`config.mk`:
```
export PLATFORM = sky130hd
export DESIGN_NAME = rmpu_top
export DESIGN_NICKNAME = d
export VERILOG_FILES = /design/src/hw/rmpu_pkg.sv /design/src/hw/rmpu_top.sv
export SDC_FILE = /design/constraint.sdc
export NUM_CORES = 1
export LEC_CHECK = 0
export BUFFER_PORTS_ARGS = -buffer_cell sky130_fd_sc_hd__buf_2
export CORE_MARGIN = 2
export CORE_UTILIZATION = 35
export DETAILED_ROUTE_END_ITERATION = 8
export PLACE_DENSITY_LB_ADDON = 0.3
export SLEW_MARGIN = 20
export SYNTH_ARGS = -nofsm -noshare
export SYNTH_HDL_FRONTEND = slang
export SYNTH_SLANG_ARGS = --single-unit
```
`constraint.sdc`:
```
create_clock -name ref_clk -period 14.1 [get_ports ref_clk]
set_input_delay 3.525 -clock ref_clk [delete_from_list [all_inputs] [get_ports ref_clk]]
set_output_delay 3.525 -clock ref_clk [all_outputs]
set_load 0.05 [all_outputs]
```
`src/hw/rmpu_pkg.sv`:
```
// package: register map, field layout and carrier types for the region protection unit
package rmpu_pkg;
  localparam int NUM_REGIONS = 8;
  localparam logic [11:0] OFF_CTRL     = 12'h000;
  localparam logic [11:0] OFF_STATUS   = 12'h004;
  localparam logic [11:0] OFF_MASK     = 12'h008;
  localparam logic [11:0] OFF_FADDR    = 12'h00C;
  localparam logic [11:0] OFF_RGN_BASE = 12'h040;
  localparam logic [11:0] OFF_RGN_ATTR = 12'h080;
  localparam int CTRL_EN_BIT   = 0;
  localparam int CTRL_DEF_BIT  = 1;
  localparam int ATTR_EN_BIT   = 0;
  localparam int ATTR_SIZE_LSB = 1;
  localparam int ATTR_AP_LSB   = 8;
  localparam int ATTR_XN_BIT   = 12;
  localparam int STAT_MISS_BIT = 0;
  localparam int STAT_PERM_BIT = 1;
  localparam logic [4:0]  SIZE_MIN    = 5'h04;
  localparam logic [31:0] CTRL_RST    = 32'h0000_0000;
  localparam logic [31:0] BASE_RST    = 32'h0000_0000;
  localparam logic [31:0] ATTR_RST    = 32'h0000_0000;
  localparam logic [1:0]  STAT_RST    = 2'h0;
  localparam logic [1:0]  MASK_RST    = 2'h0;
  localparam logic [2:0] AP_NONE_NONE = 3'h0;
  localparam logic [2:0] AP_RW_NONE   = 3'h1;
  localparam logic [2:0] AP_RW_RO     = 3'h2;
  localparam logic [2:0] AP_RW_RW     = 3'h3;
  localparam logic [2:0] AP_RO_NONE   = 3'h5;
  localparam logic [2:0] AP_RO_RO     = 3'h6;

  typedef enum logic [1:0] {RMPU_OP_READ, RMPU_OP_WRITE, RMPU_OP_EXEC} rmpu_op_e;

  typedef struct packed {
    logic        valid;
    logic [31:0] addr;
    rmpu_op_e    op;
    logic        priv;
  } rmpu_acc_s;

  typedef struct packed {
    logic        en;
    logic [4:0]  size;
    logic [2:0]  ap;
    logic        xn;
  } rmpu_attr_s;
endpackage

```
`src/hw/rmpu_top.sv`:
```
// region protection unit: access checker, apb register file, fault interrupt
// Overview of operation
// - overlap allowed, region 7 highest priority
// - global enable plus eight configurable regions
// - highest enabled matching region decides rights
// - no region match uses default region
// - default bit: privileged allowed or all denied
// - read, write, execute checked per privilege
// - selected region permission matrix lookup
// - denied access signals violation to processor
// - misses and violations raise management fault
// - none/none faults all; rw/none privileged only
// - rw/ro faults user writes; rw/rw full
// - ro/none privileged reads; ro/ro reads only
// - privileged may access user-accessible regions
// - user refused in privileged-only regions
// - restrictive attribute values after reset; ctrl resets with the unit disabled, so every access is granted
// - only privileged writes change attributes
// - checked per access; denied access blocked
//
// Local design decisions: the APB interface to the registers and the address map.
module rmpu_top (
  input  wire logic               ref_clk,
  input  wire logic               rst,
  input  wire rmpu_pkg::rmpu_acc_s acc,
  output logic                    acc_grant,
  output logic                    acc_deny,
  output logic                    memory_management_fault,
  output logic                    irq,
  input  wire logic               psel,
  input  wire logic               penable,
  input  wire logic               pwrite,
  input  wire logic [11:0]        paddr,
  input  wire logic [31:0]        pwdata,
  input  wire logic [2:0]         pprot,
  output logic [31:0]             prdata,
  output logic                    pready,
  output logic                    pslverr
);
  localparam int N = rmpu_pkg::NUM_REGIONS;

  // register map, one aligned word each:
  //   ctrl    bit0 unit enable, bit1 default region lets privileged through
  //   status  bit0 region miss, bit1 permission fault; read clears
  //   mask    same layout as status, selects what drives irq
  //   faddr   address of the most recent denied access
  //   base n  region start, low five bits forced to zero
  //   attr n  bit0 enable, size field, permission code, execute-never bit
  // limitation: a base that is not aligned to the region size is still
  // masked down, so the region covers the aligned block around it
  // access path timing: the request is judged combinationally and the
  // answer is registered, so grant, deny and fault stand one cycle after
  // the request and for exactly one cycle per request cycle
  // trade-off: one extra cycle of latency buys outputs straight from flops

  logic [31:0] ctrl_reg;
  logic [31:0] base_reg [N];
  logic [31:0] attr_reg [N];
  logic [1:0]  status_reg;
  logic [1:0]  mask_reg;
  logic [31:0] faddr_reg;

  // permission codes, privileged rights first, user rights second:
  //   none/none, rw/none, rw/ro, rw/rw, ro/none, ro/ro
  // codes 4 and 7 are unassigned and deny everything, which keeps a
  // corrupted code on the safe side
  // rights for one permission code, one operation and one privilege level
  function automatic logic ap_allows(input logic [2:0] ap, input logic priv,
                                     input logic wr);
    logic ok;
    ok = 1'b0;
    case (ap)
      rmpu_pkg::AP_NONE_NONE: ok = 1'b0;
      rmpu_pkg::AP_RW_NONE:   ok = priv;
      rmpu_pkg::AP_RW_RO:     ok = priv | ~wr;
      rmpu_pkg::AP_RW_RW:     ok = 1'b1;
      rmpu_pkg::AP_RO_NONE:   ok = priv & ~wr;
      rmpu_pkg::AP_RO_RO:     ok = ~wr;
      default:                ok = 1'b0;
    endcase
    return ok;
  endfunction

  // region size field s covers 2^(s+1) bytes, aligned on the base; s below 4 counts as 4, so at least 32 bytes
  function automatic logic in_region(input logic [31:0] a, input logic [31:0] base,
                                     input logic [4:0] size);
    logic [31:0] m;
    logic [4:0]  s;
    s = (size < rmpu_pkg::SIZE_MIN) ? rmpu_pkg::SIZE_MIN : size;
    m = (s == 5'h1F) ? 32'h0000_0000 : (32'hFFFF_FFFF << (s + 5'h01));
    return (a & m) == (base & m);
  endfunction

  // unpack one attribute word; the struct is narrower than the word
  function automatic rmpu_pkg::rmpu_attr_s attr_decode(input logic [31:0] w);
    rmpu_pkg::rmpu_attr_s f;
    f      = '0;
    f.en   = w[rmpu_pkg::ATTR_EN_BIT];
    f.size = w[rmpu_pkg::ATTR_SIZE_LSB +: 5];
    f.ap   = w[rmpu_pkg::ATTR_AP_LSB +: 3];
    f.xn   = w[rmpu_pkg::ATTR_XN_BIT];
    return f;
  endfunction

  // default region: privileged only when the bit is set, nothing otherwise
  function automatic logic default_allows(input logic def_bit, input logic priv);
    return def_bit & priv;
  endfunction

  rmpu_pkg::rmpu_attr_s sel_attr;
  logic                 hit;
  logic                 allow;
  logic                 is_wr;
  logic                 is_ex;
  logic                 miss_ev;
  logic                 perm_ev;

  logic [N-1:0]         rgn_hit;
  rmpu_pkg::rmpu_attr_s rgn_attr [N];
  logic [2:0]           win_idx;

  // every enabled region compares the address on its own
  always_comb begin
    rgn_hit = '0;
    for (int i = 0; i < N; i++) begin
      rgn_attr[i] = attr_decode(attr_reg[i]);
      rgn_hit[i]  = rgn_attr[i].en & in_region(acc.addr, base_reg[i], rgn_attr[i].size);
    end
  end

  // fixed priority: the highest matching index wins
  function automatic logic [2:0] top_index(input logic [7:0] v);
    logic [2:0] k;
    k = 3'h0;
    for (int i = 0; i < 8; i++) begin
      if (v[i]) begin
        k = 3'(i);
      end
    end
    return k;
  endfunction

  always_comb begin
    hit      = |rgn_hit;
    win_idx  = top_index(rgn_hit);
    sel_attr = rgn_attr[win_idx];
  end

  always_comb begin
    is_wr = (acc.op == rmpu_pkg::RMPU_OP_WRITE);
    is_ex = (acc.op == rmpu_pkg::RMPU_OP_EXEC);
  end

  always_comb begin
    if (!ctrl_reg[rmpu_pkg::CTRL_EN_BIT]) begin
      allow = 1'b1;
    end else if (hit) begin
      // execute needs read rights and no execute-never
      allow = ap_allows(sel_attr.ap, acc.priv, is_wr) & ~(is_ex & sel_attr.xn);
    end else begin
      allow = default_allows(ctrl_reg[rmpu_pkg::CTRL_DEF_BIT], acc.priv);
    end
  end

  // a miss is a denial with no matching region, anything else is permission
  always_comb begin
    miss_ev = acc.valid & ~allow & ~hit;
    perm_ev = acc.valid & ~allow & hit;
  end

  // answer registered one cycle after the request; memory must gate on grant
  always_ff @(posedge ref_clk) begin
    if (rst) begin
      acc_grant <= 1'b0;
    end else begin
      acc_grant <= acc.valid & allow;
    end
  end

  // a denied access never reaches memory, it only reports
  always_ff @(posedge ref_clk) begin
    if (rst) begin
      acc_deny <= 1'b0;
    end else begin
      acc_deny <= acc.valid & ~allow;
    end
  end

  always_ff @(posedge ref_clk) begin
    if (rst) begin
      memory_management_fault <= 1'b0;
    end else begin
      memory_management_fault <= miss_ev | perm_ev;
    end
  end

  // faulting address holds until the next denial; reads leave it alone

  always_ff @(posedge ref_clk) begin
    if (rst) begin
      faddr_reg <= 32'h0000_0000;
    end else if (miss_ev | perm_ev) begin
      faddr_reg <= acc.addr;
    end
  end

  logic apb_acc;
  logic apb_wr;
  logic apb_rd;
  logic priv_wr;
  logic in_base;
  logic in_attr;
  logic [2:0] ridx;
  logic mapped;
  logic sel_ctrl;
  logic sel_status;
  logic sel_mask;
  logic sel_faddr;
  logic [1:0] stat_seen_reg;
  logic [31:0] rd_word;

  // register side: decode is settled during setup, so pslverr and read
  // data can be registered there and stand with pready in the access phase
  always_comb begin
    apb_acc = psel & penable;
    apb_wr  = apb_acc & pwrite;
    apb_rd  = apb_acc & ~pwrite;
    priv_wr = apb_wr & pprot[0];
    in_base = (paddr[11:5] == rmpu_pkg::OFF_RGN_BASE[11:5]);
    in_attr = (paddr[11:5] == rmpu_pkg::OFF_RGN_ATTR[11:5]);
    ridx    = paddr[4:2];
    // only pprot[0] matters: the other protection flags do not gate writes
    sel_ctrl   = (paddr == rmpu_pkg::OFF_CTRL);
    sel_status = (paddr == rmpu_pkg::OFF_STATUS);
    sel_mask   = (paddr == rmpu_pkg::OFF_MASK);
    sel_faddr  = (paddr == rmpu_pkg::OFF_FADDR);
    if (paddr[1:0] != 2'h0) begin
      mapped = 1'b0;
    end else if (paddr == rmpu_pkg::OFF_CTRL || paddr == rmpu_pkg::OFF_STATUS) begin
      mapped = 1'b1;
    end else if (paddr == rmpu_pkg::OFF_MASK || paddr == rmpu_pkg::OFF_FADDR) begin
      mapped = 1'b1;
    end else begin
      mapped = in_base | in_attr;
    end
  end

  always_ff @(posedge ref_clk) begin
    if (rst) begin
      ctrl_reg <= rmpu_pkg::CTRL_RST;
    end else if (priv_wr && sel_ctrl) begin
      ctrl_reg <= {30'h0, pwdata[1:0]};
    end
  end

  // mask bits follow the status layout
  always_ff @(posedge ref_clk) begin
    if (rst) begin
      mask_reg <= rmpu_pkg::MASK_RST;
    end else if (priv_wr && sel_mask) begin
      mask_reg <= pwdata[1:0];
    end
  end

  always_ff @(posedge ref_clk) begin
    if (rst) begin
      for (int i = 0; i < N; i++) begin
        base_reg[i] <= rmpu_pkg::BASE_RST;
      end
    end else if (priv_wr && mapped && in_base) begin
      base_reg[ridx] <= {pwdata[31:5], 5'h00};
    end
  end

  // reserved attribute bits up to bit 12 are kept as written, bits 31:13 are cleared; only decoded fields act
  always_ff @(posedge ref_clk) begin
    if (rst) begin
      for (int i = 0; i < N; i++) begin
        attr_reg[i] <= rmpu_pkg::ATTR_RST;
      end
    end else if (priv_wr && mapped && in_attr) begin
      attr_reg[ridx] <= {19'h0, pwdata[12:0]};
    end
  end

  // bits shown to the reader at setup; only those are cleared at access
  always_ff @(posedge ref_clk) begin
    if (rst) begin
      stat_seen_reg <= rmpu_pkg::STAT_RST;
    end else if (psel && !penable && !pwrite && sel_status) begin
      stat_seen_reg <= status_reg;
    end
  end

  // event wins over the read that clears it; an event between setup and
  // access was never shown, so it survives the clear as well
  always_ff @(posedge ref_clk) begin
    if (rst) begin
      status_reg <= rmpu_pkg::STAT_RST;
    end else if (apb_rd && sel_status) begin
      status_reg <= (status_reg & ~stat_seen_reg) | {perm_ev, miss_ev};
    end else begin
      status_reg <= status_reg | {perm_ev, miss_ev};
    end
  end

  // level output, one cycle behind the status bits

  always_ff @(posedge ref_clk) begin
    if (rst) begin
      irq <= 1'b0;
    end else begin
      irq <= |(status_reg & mask_reg);
    end
  end

  // read mux, settled during the setup cycle
  always_comb begin
    rd_word = 32'h0000_0000;
    if (!mapped) begin
      rd_word = 32'h0000_0000;
    end else if (sel_ctrl) begin
      rd_word = ctrl_reg;
    end else if (sel_status) begin
      rd_word = {30'h0, status_reg};
    end else if (sel_mask) begin
      rd_word = {30'h0, mask_reg};
    end else if (sel_faddr) begin
      rd_word = faddr_reg;
    end else if (in_base) begin
      rd_word = base_reg[ridx];
    end else begin
      rd_word = attr_reg[ridx];
    end
  end

  // zero-wait slave: pready answers in the access phase itself
  always_ff @(posedge ref_clk) begin
    if (rst) begin
      pready <= 1'b0;
    end else begin
      pready <= psel & ~penable;
    end
  end

  // unmapped or misaligned addresses are refused, writes there dropped
  always_ff @(posedge ref_clk) begin
    if (rst) begin
      pslverr <= 1'b0;
    end else begin
      pslverr <= psel & ~penable & ~mapped;
    end
  end

  // data taken at setup so it stands with pready; zero outside reads
  always_ff @(posedge ref_clk) begin
    if (rst) begin
      prdata <= 32'h0000_0000;
    end else if (psel && !penable && !pwrite) begin
      prdata <= rd_word;
    end else begin
      prdata <= 32'h0000_0000;
    end
  end
endmodule

```
==> impl_metrics.tcl <==
set metrics [dict create \
    numClockSinks 398 \
    category_of_the_worst_setup_path_capture_point "flop" \
    cts_post_setup_buffers_inserted 0 \
    worstPathMaxFanout 34 \
    grt_usage 0.235 \
    reg2reg_setup_slack_ns 7.40 \
    crit_path_cell_trace "buf_2, xnor2_1, nor3b_1, maj3_1, a22o_1, a41oi_1, a211oi_1, a211oi_2, o21ai_2, mux2i_1, mux2i_1, o2111ai_1, a31oi_4, buf_4, mux2i_1" \
    synth.distinct_cells 88 \
    timing.rr.end "faddr_reg[29]" \
    fp.dieH_um 266 \
    post_synthesis_simple_gate_area_fraction 0.173 \
    layout.cells.most_common "sky130_fd_sc_hd__and2_1" \
    power_frac_clock 0.410 \
    core_region_area_mm2 0.0682 \
    transition_time_at_the_pin_with_the_least_slew_margin_ns 1.04 \
    synth_enable_flop_cells 320 \
    nFillCells 6583 \
    crit_arrival_ns 8.44 \
    cts-hold-fix-buffers 0 \
    synth-compound-area-share 0.0988 \
    finalWorstPathRequiredPeriod_ns 7.93 \
    post_route_fraction_of_the_period_consumed_by_the_critical_path 0.562 \
    worst_setup_path_start_kind "input pin" \
    insertion_delay_ns 0.60 \
    largest_register_ff_count 216 \
    synth_seq_cells 398 \
    fin_setup_tns_ns 0 \
    crit_slowest_cell "sky130_fd_sc_hd__o21ai_2" \
    slew_headroom 0.286 \
    seq_power_share 0.445 \
    p_comb_frac 0.145 \
    fp.dieArea_mm2 0.0707 \
    vdd_ir_drop_max_uv 70.4 \
    ys_seq_area_frac 0.465 \
    area.growth.synth_to_final_pct 11.8 \
    main_combinational_cell_family_by_area_after_synthesis "simple AND/OR/NAND/NOR gates" \
    power.internal_mw 2.22 \
    data_required_time_at_the_worst_endpoint_ns 14.61 \
    fraction_of_final_layout_cells_with_drive_strength_greater_than_1 0.168 \
    synth_flop_cell "sky130_fd_sc_hd__edfxtp_1" \
    cts_tree "built" \
    first_global_vias 17300 \
    final-max-slew-violation-count 0 \
    hold_path_end "prdata[9]" \
    grt_pass1_wl_um 120000 \
    cts_root_buf "sky130_fd_sc_hd__clkbuf_16" \
    switchingPower_uw 829 \
    synthCells 2135 \
    timing.reg2reg.worst_path_depth 19 \
    r2r_start "attr_reg[2][4]" \
    ant_nets 0 \
    synth_async_sr_flop_share 0 \
    initial_drc_count 1803 \
    adder_cell_area_share_of_the_yosys_netlist 0.0221 \
    floorplan.initialDensity 0.352 \
    layout.cells.most_common_list "sky130_fd_sc_hd__and2_1, sky130_fd_sc_hd__edfxtp_1, sky130_fd_sc_hd__xor2_1" \
    syn_avg_cell_area_um2 11.2 \
    drt_pre_antenna_iters 5 \
    maximum_number_of_pins_on_one_net_before_global_route_repair 54 \
    detail_route.vias_per_cell 5.67 \
    reported_leakage_power_nw 9.63 \
    wl_um 84700 \
    run_status "completed" \
    hold_path_startpoint "faddr_reg[9]" \
    hp-class "reg2reg" \
    cpMostUsedCell "sky130_fd_sc_hd__mux2i_1" \
    gpl.final_weighted_congestion 0.963 \
    count_of_endpoints_failing_hold_in_the_final_timing_report 0 \
    hpwlAfterDp_um 62200 \
    max_stage_delay_ns 0.76 \
    detail_route.drc_violations 0 \
    final_critical_path_setup_slack_ns 6.17 \
    finalSetupViolations 0 \
    cts_buffers 45 \
    cts_htree_levels 2 \
    detailedPlace.worstSlack_ns 5.70 \
    path_class "in2reg" \
    number_of_cells_traversed_by_the_worst_hold_path 2 \
    globalRouteOverflowTotal 0 \
    wl_per_cell_um 27.2 \
    parity_gate_share_of_the_synthesized_area_counting_xor_and_xnor_cells 0.0904 \
    port_buffers 123 \
    cts-root-to-sink-buffers 3 \
    grt_setup_unrepaired "false" \
    io-pin-count 126 \
    post_cts_resize_count 0 \
    power.share.switching 0.272 \
    syn_area_mm2 0.0240 \
    synth_fp_nets 2263 \
    yosysWarnings 0 \
    number_of_antenna_violations_at_the_first_check_in_global_routing 6 \
    cts.reportedPaths.clkPinSlew_ns 0.06 \
    number_of_rows_in_the_core_area 96 \
    vias 17600 \
    chip_width_um 266 \
    cellPowerDensity_mw_per_mm2 114 \
    final_nets 2313 \
    share_of_synthesized_area_spent_on_multiplexers 0.115 \
    worst_clock_skew_ns 0.0314 \
    max_clock_freq_mhz 126 \
    maximum_capacitance_violations 0 \
]
==> synth_stat cells, types with 26 or more instances <==
cell | count | area (µm²)
sky130_fd_sc_hd__nand3_1 | 31 | 155
sky130_fd_sc_hd__a22oi_1 | 27 | 203
sky130_fd_sc_hd__mux4_2 | 82 | 1850
sky130_fd_sc_hd__nand2b_1 | 84 | 526
sky130_fd_sc_hd__and2_1 | 327 | 2050
sky130_fd_sc_hd__xnor2_1 | 102 | 893
sky130_fd_sc_hd__clkbuf_1 | 83 | 312
sky130_fd_sc_hd__inv_1 | 57 | 214
sky130_fd_sc_hd__ha_1 | 40 | 500
sky130_fd_sc_hd__nand2_1 | 96 | 360
sky130_fd_sc_hd__edfxtp_1 | 320 | 9610
sky130_fd_sc_hd__dfxtp_1 | 78 | 1560
sky130_fd_sc_hd__nor3_1 | 35 | 175
sky130_fd_sc_hd__mux2_2 | 26 | 293
sky130_fd_sc_hd__o21ai_0 | 74 | 370
sky130_fd_sc_hd__buf_2 | 30 | 150
sky130_fd_sc_hd__mux2i_1 | 62 | 621
sky130_fd_sc_hd__xor2_1 | 132 | 1160
sky130_fd_sc_hd__a21oi_1 | 85 | 425
sky130_fd_sc_hd__nor2_1 | 89 | 334
==> area by class of cell <==
| class | instances | area, µm² | share of cell area |
|---|---|---|---|
| Timing Repair Buffer | 142 | 763 | 0.0285 |
| Clock inverter | 26 | 305 | 0.0114 |
| Inverter | 57 | 214 | 0.00798 |
| Multi-Input combinational cell | 1541 | 12000 | 0.448 |
| Clock buffer | 58 | 1240 | 0.0461 |
| Tap cell | 882 | 1100 | 0.0411 |
| Antenna cell | 4 | 10.0 | 0.000373 |
| Sequential cell | 398 | 11200 | 0.416 |
==> how the worst max path moves through the flow <==
stage / start / end / slack (ns) / cells after the start
after global placement: acc[19] / faddr_reg[23] / 5.71 / 15
final: acc[33] / faddr_reg[29] / 6.17 / 15
after CTS: acc[31] / faddr_reg[29] / 6.30 / 15
after global routing: acc[33] / faddr_reg[19] / 5.98 / 15
after floorplan: acc[31] / faddr_reg[0] / 7.39 / 16
after detailed placement: acc[31] / faddr_reg[30] / 5.70 / 15
==> critical path, delay by kind of cell <==
family / cells / cell delay, ns
compound gates: 7 / 2.40
xor+xnor: 1 / 0.19
fa+ha+maj: 1 / 0.27
buf+inv: 2 / 0.85
mux: 3 / 0.70
simple gates: 1 / 0.41
==> kinds of logic (layout without fill, tap and decap cells) <==
family	Yosys count	in the layout
simple gates	742	742
flops	398	398
compound gates	346	346
xor+xnor	240	240
buf+inv	196	283
mux	170	170
fa+ha+maj	43	43
other cells	0	4
==> metrics by stage <==
step            util  power, mW  hold WS [ns]  area, µm²  instances
6_report       0.393       3.05         0.466      26800       3108
3_3_place_gp   0.370       1.81         0.449      25300       3020
2_1_floorplan      -       1.64         0.432      24000       2135
4_1_cts        0.393       3.06         0.468      26800       3104
3_5_place_dp   0.370       1.82         0.458      25300       3020
5_1_grt        0.393       3.14         0.491      26800       3107
==> routing by layer <==
layer  vias to the layer above  GRT usage  wire length (µm)  share of wire
met5                         -          0                11        0.00013
met4                         2     0.0674              2240          0.026
met3                       122     0.0374              6100          0.072
met2                       737      0.394             40500           0.48
met1                      8971      0.314             35800           0.42
li1                       7777          -                 -              -
==> power groups by stage <==
| stage | sequential, mW | combinational, mW | clock [mW] |
|---|---|---|---|
| 6_report | 1.36 | 0.442 | 1.25 |
| 5_1_grt | 1.36 | 0.465 | 1.31 |
| 4_1_cts | 1.36 | 0.435 | 1.27 |
| 3_5_place_dp | 1.38 | 0.433 | 0 |
| 3_3_place_gp | 1.38 | 0.431 | 0 |
| 2_1_floorplan | 1.36 | 0.279 | 0 |
No activity file was read; power rests on OpenSTA's default activity.
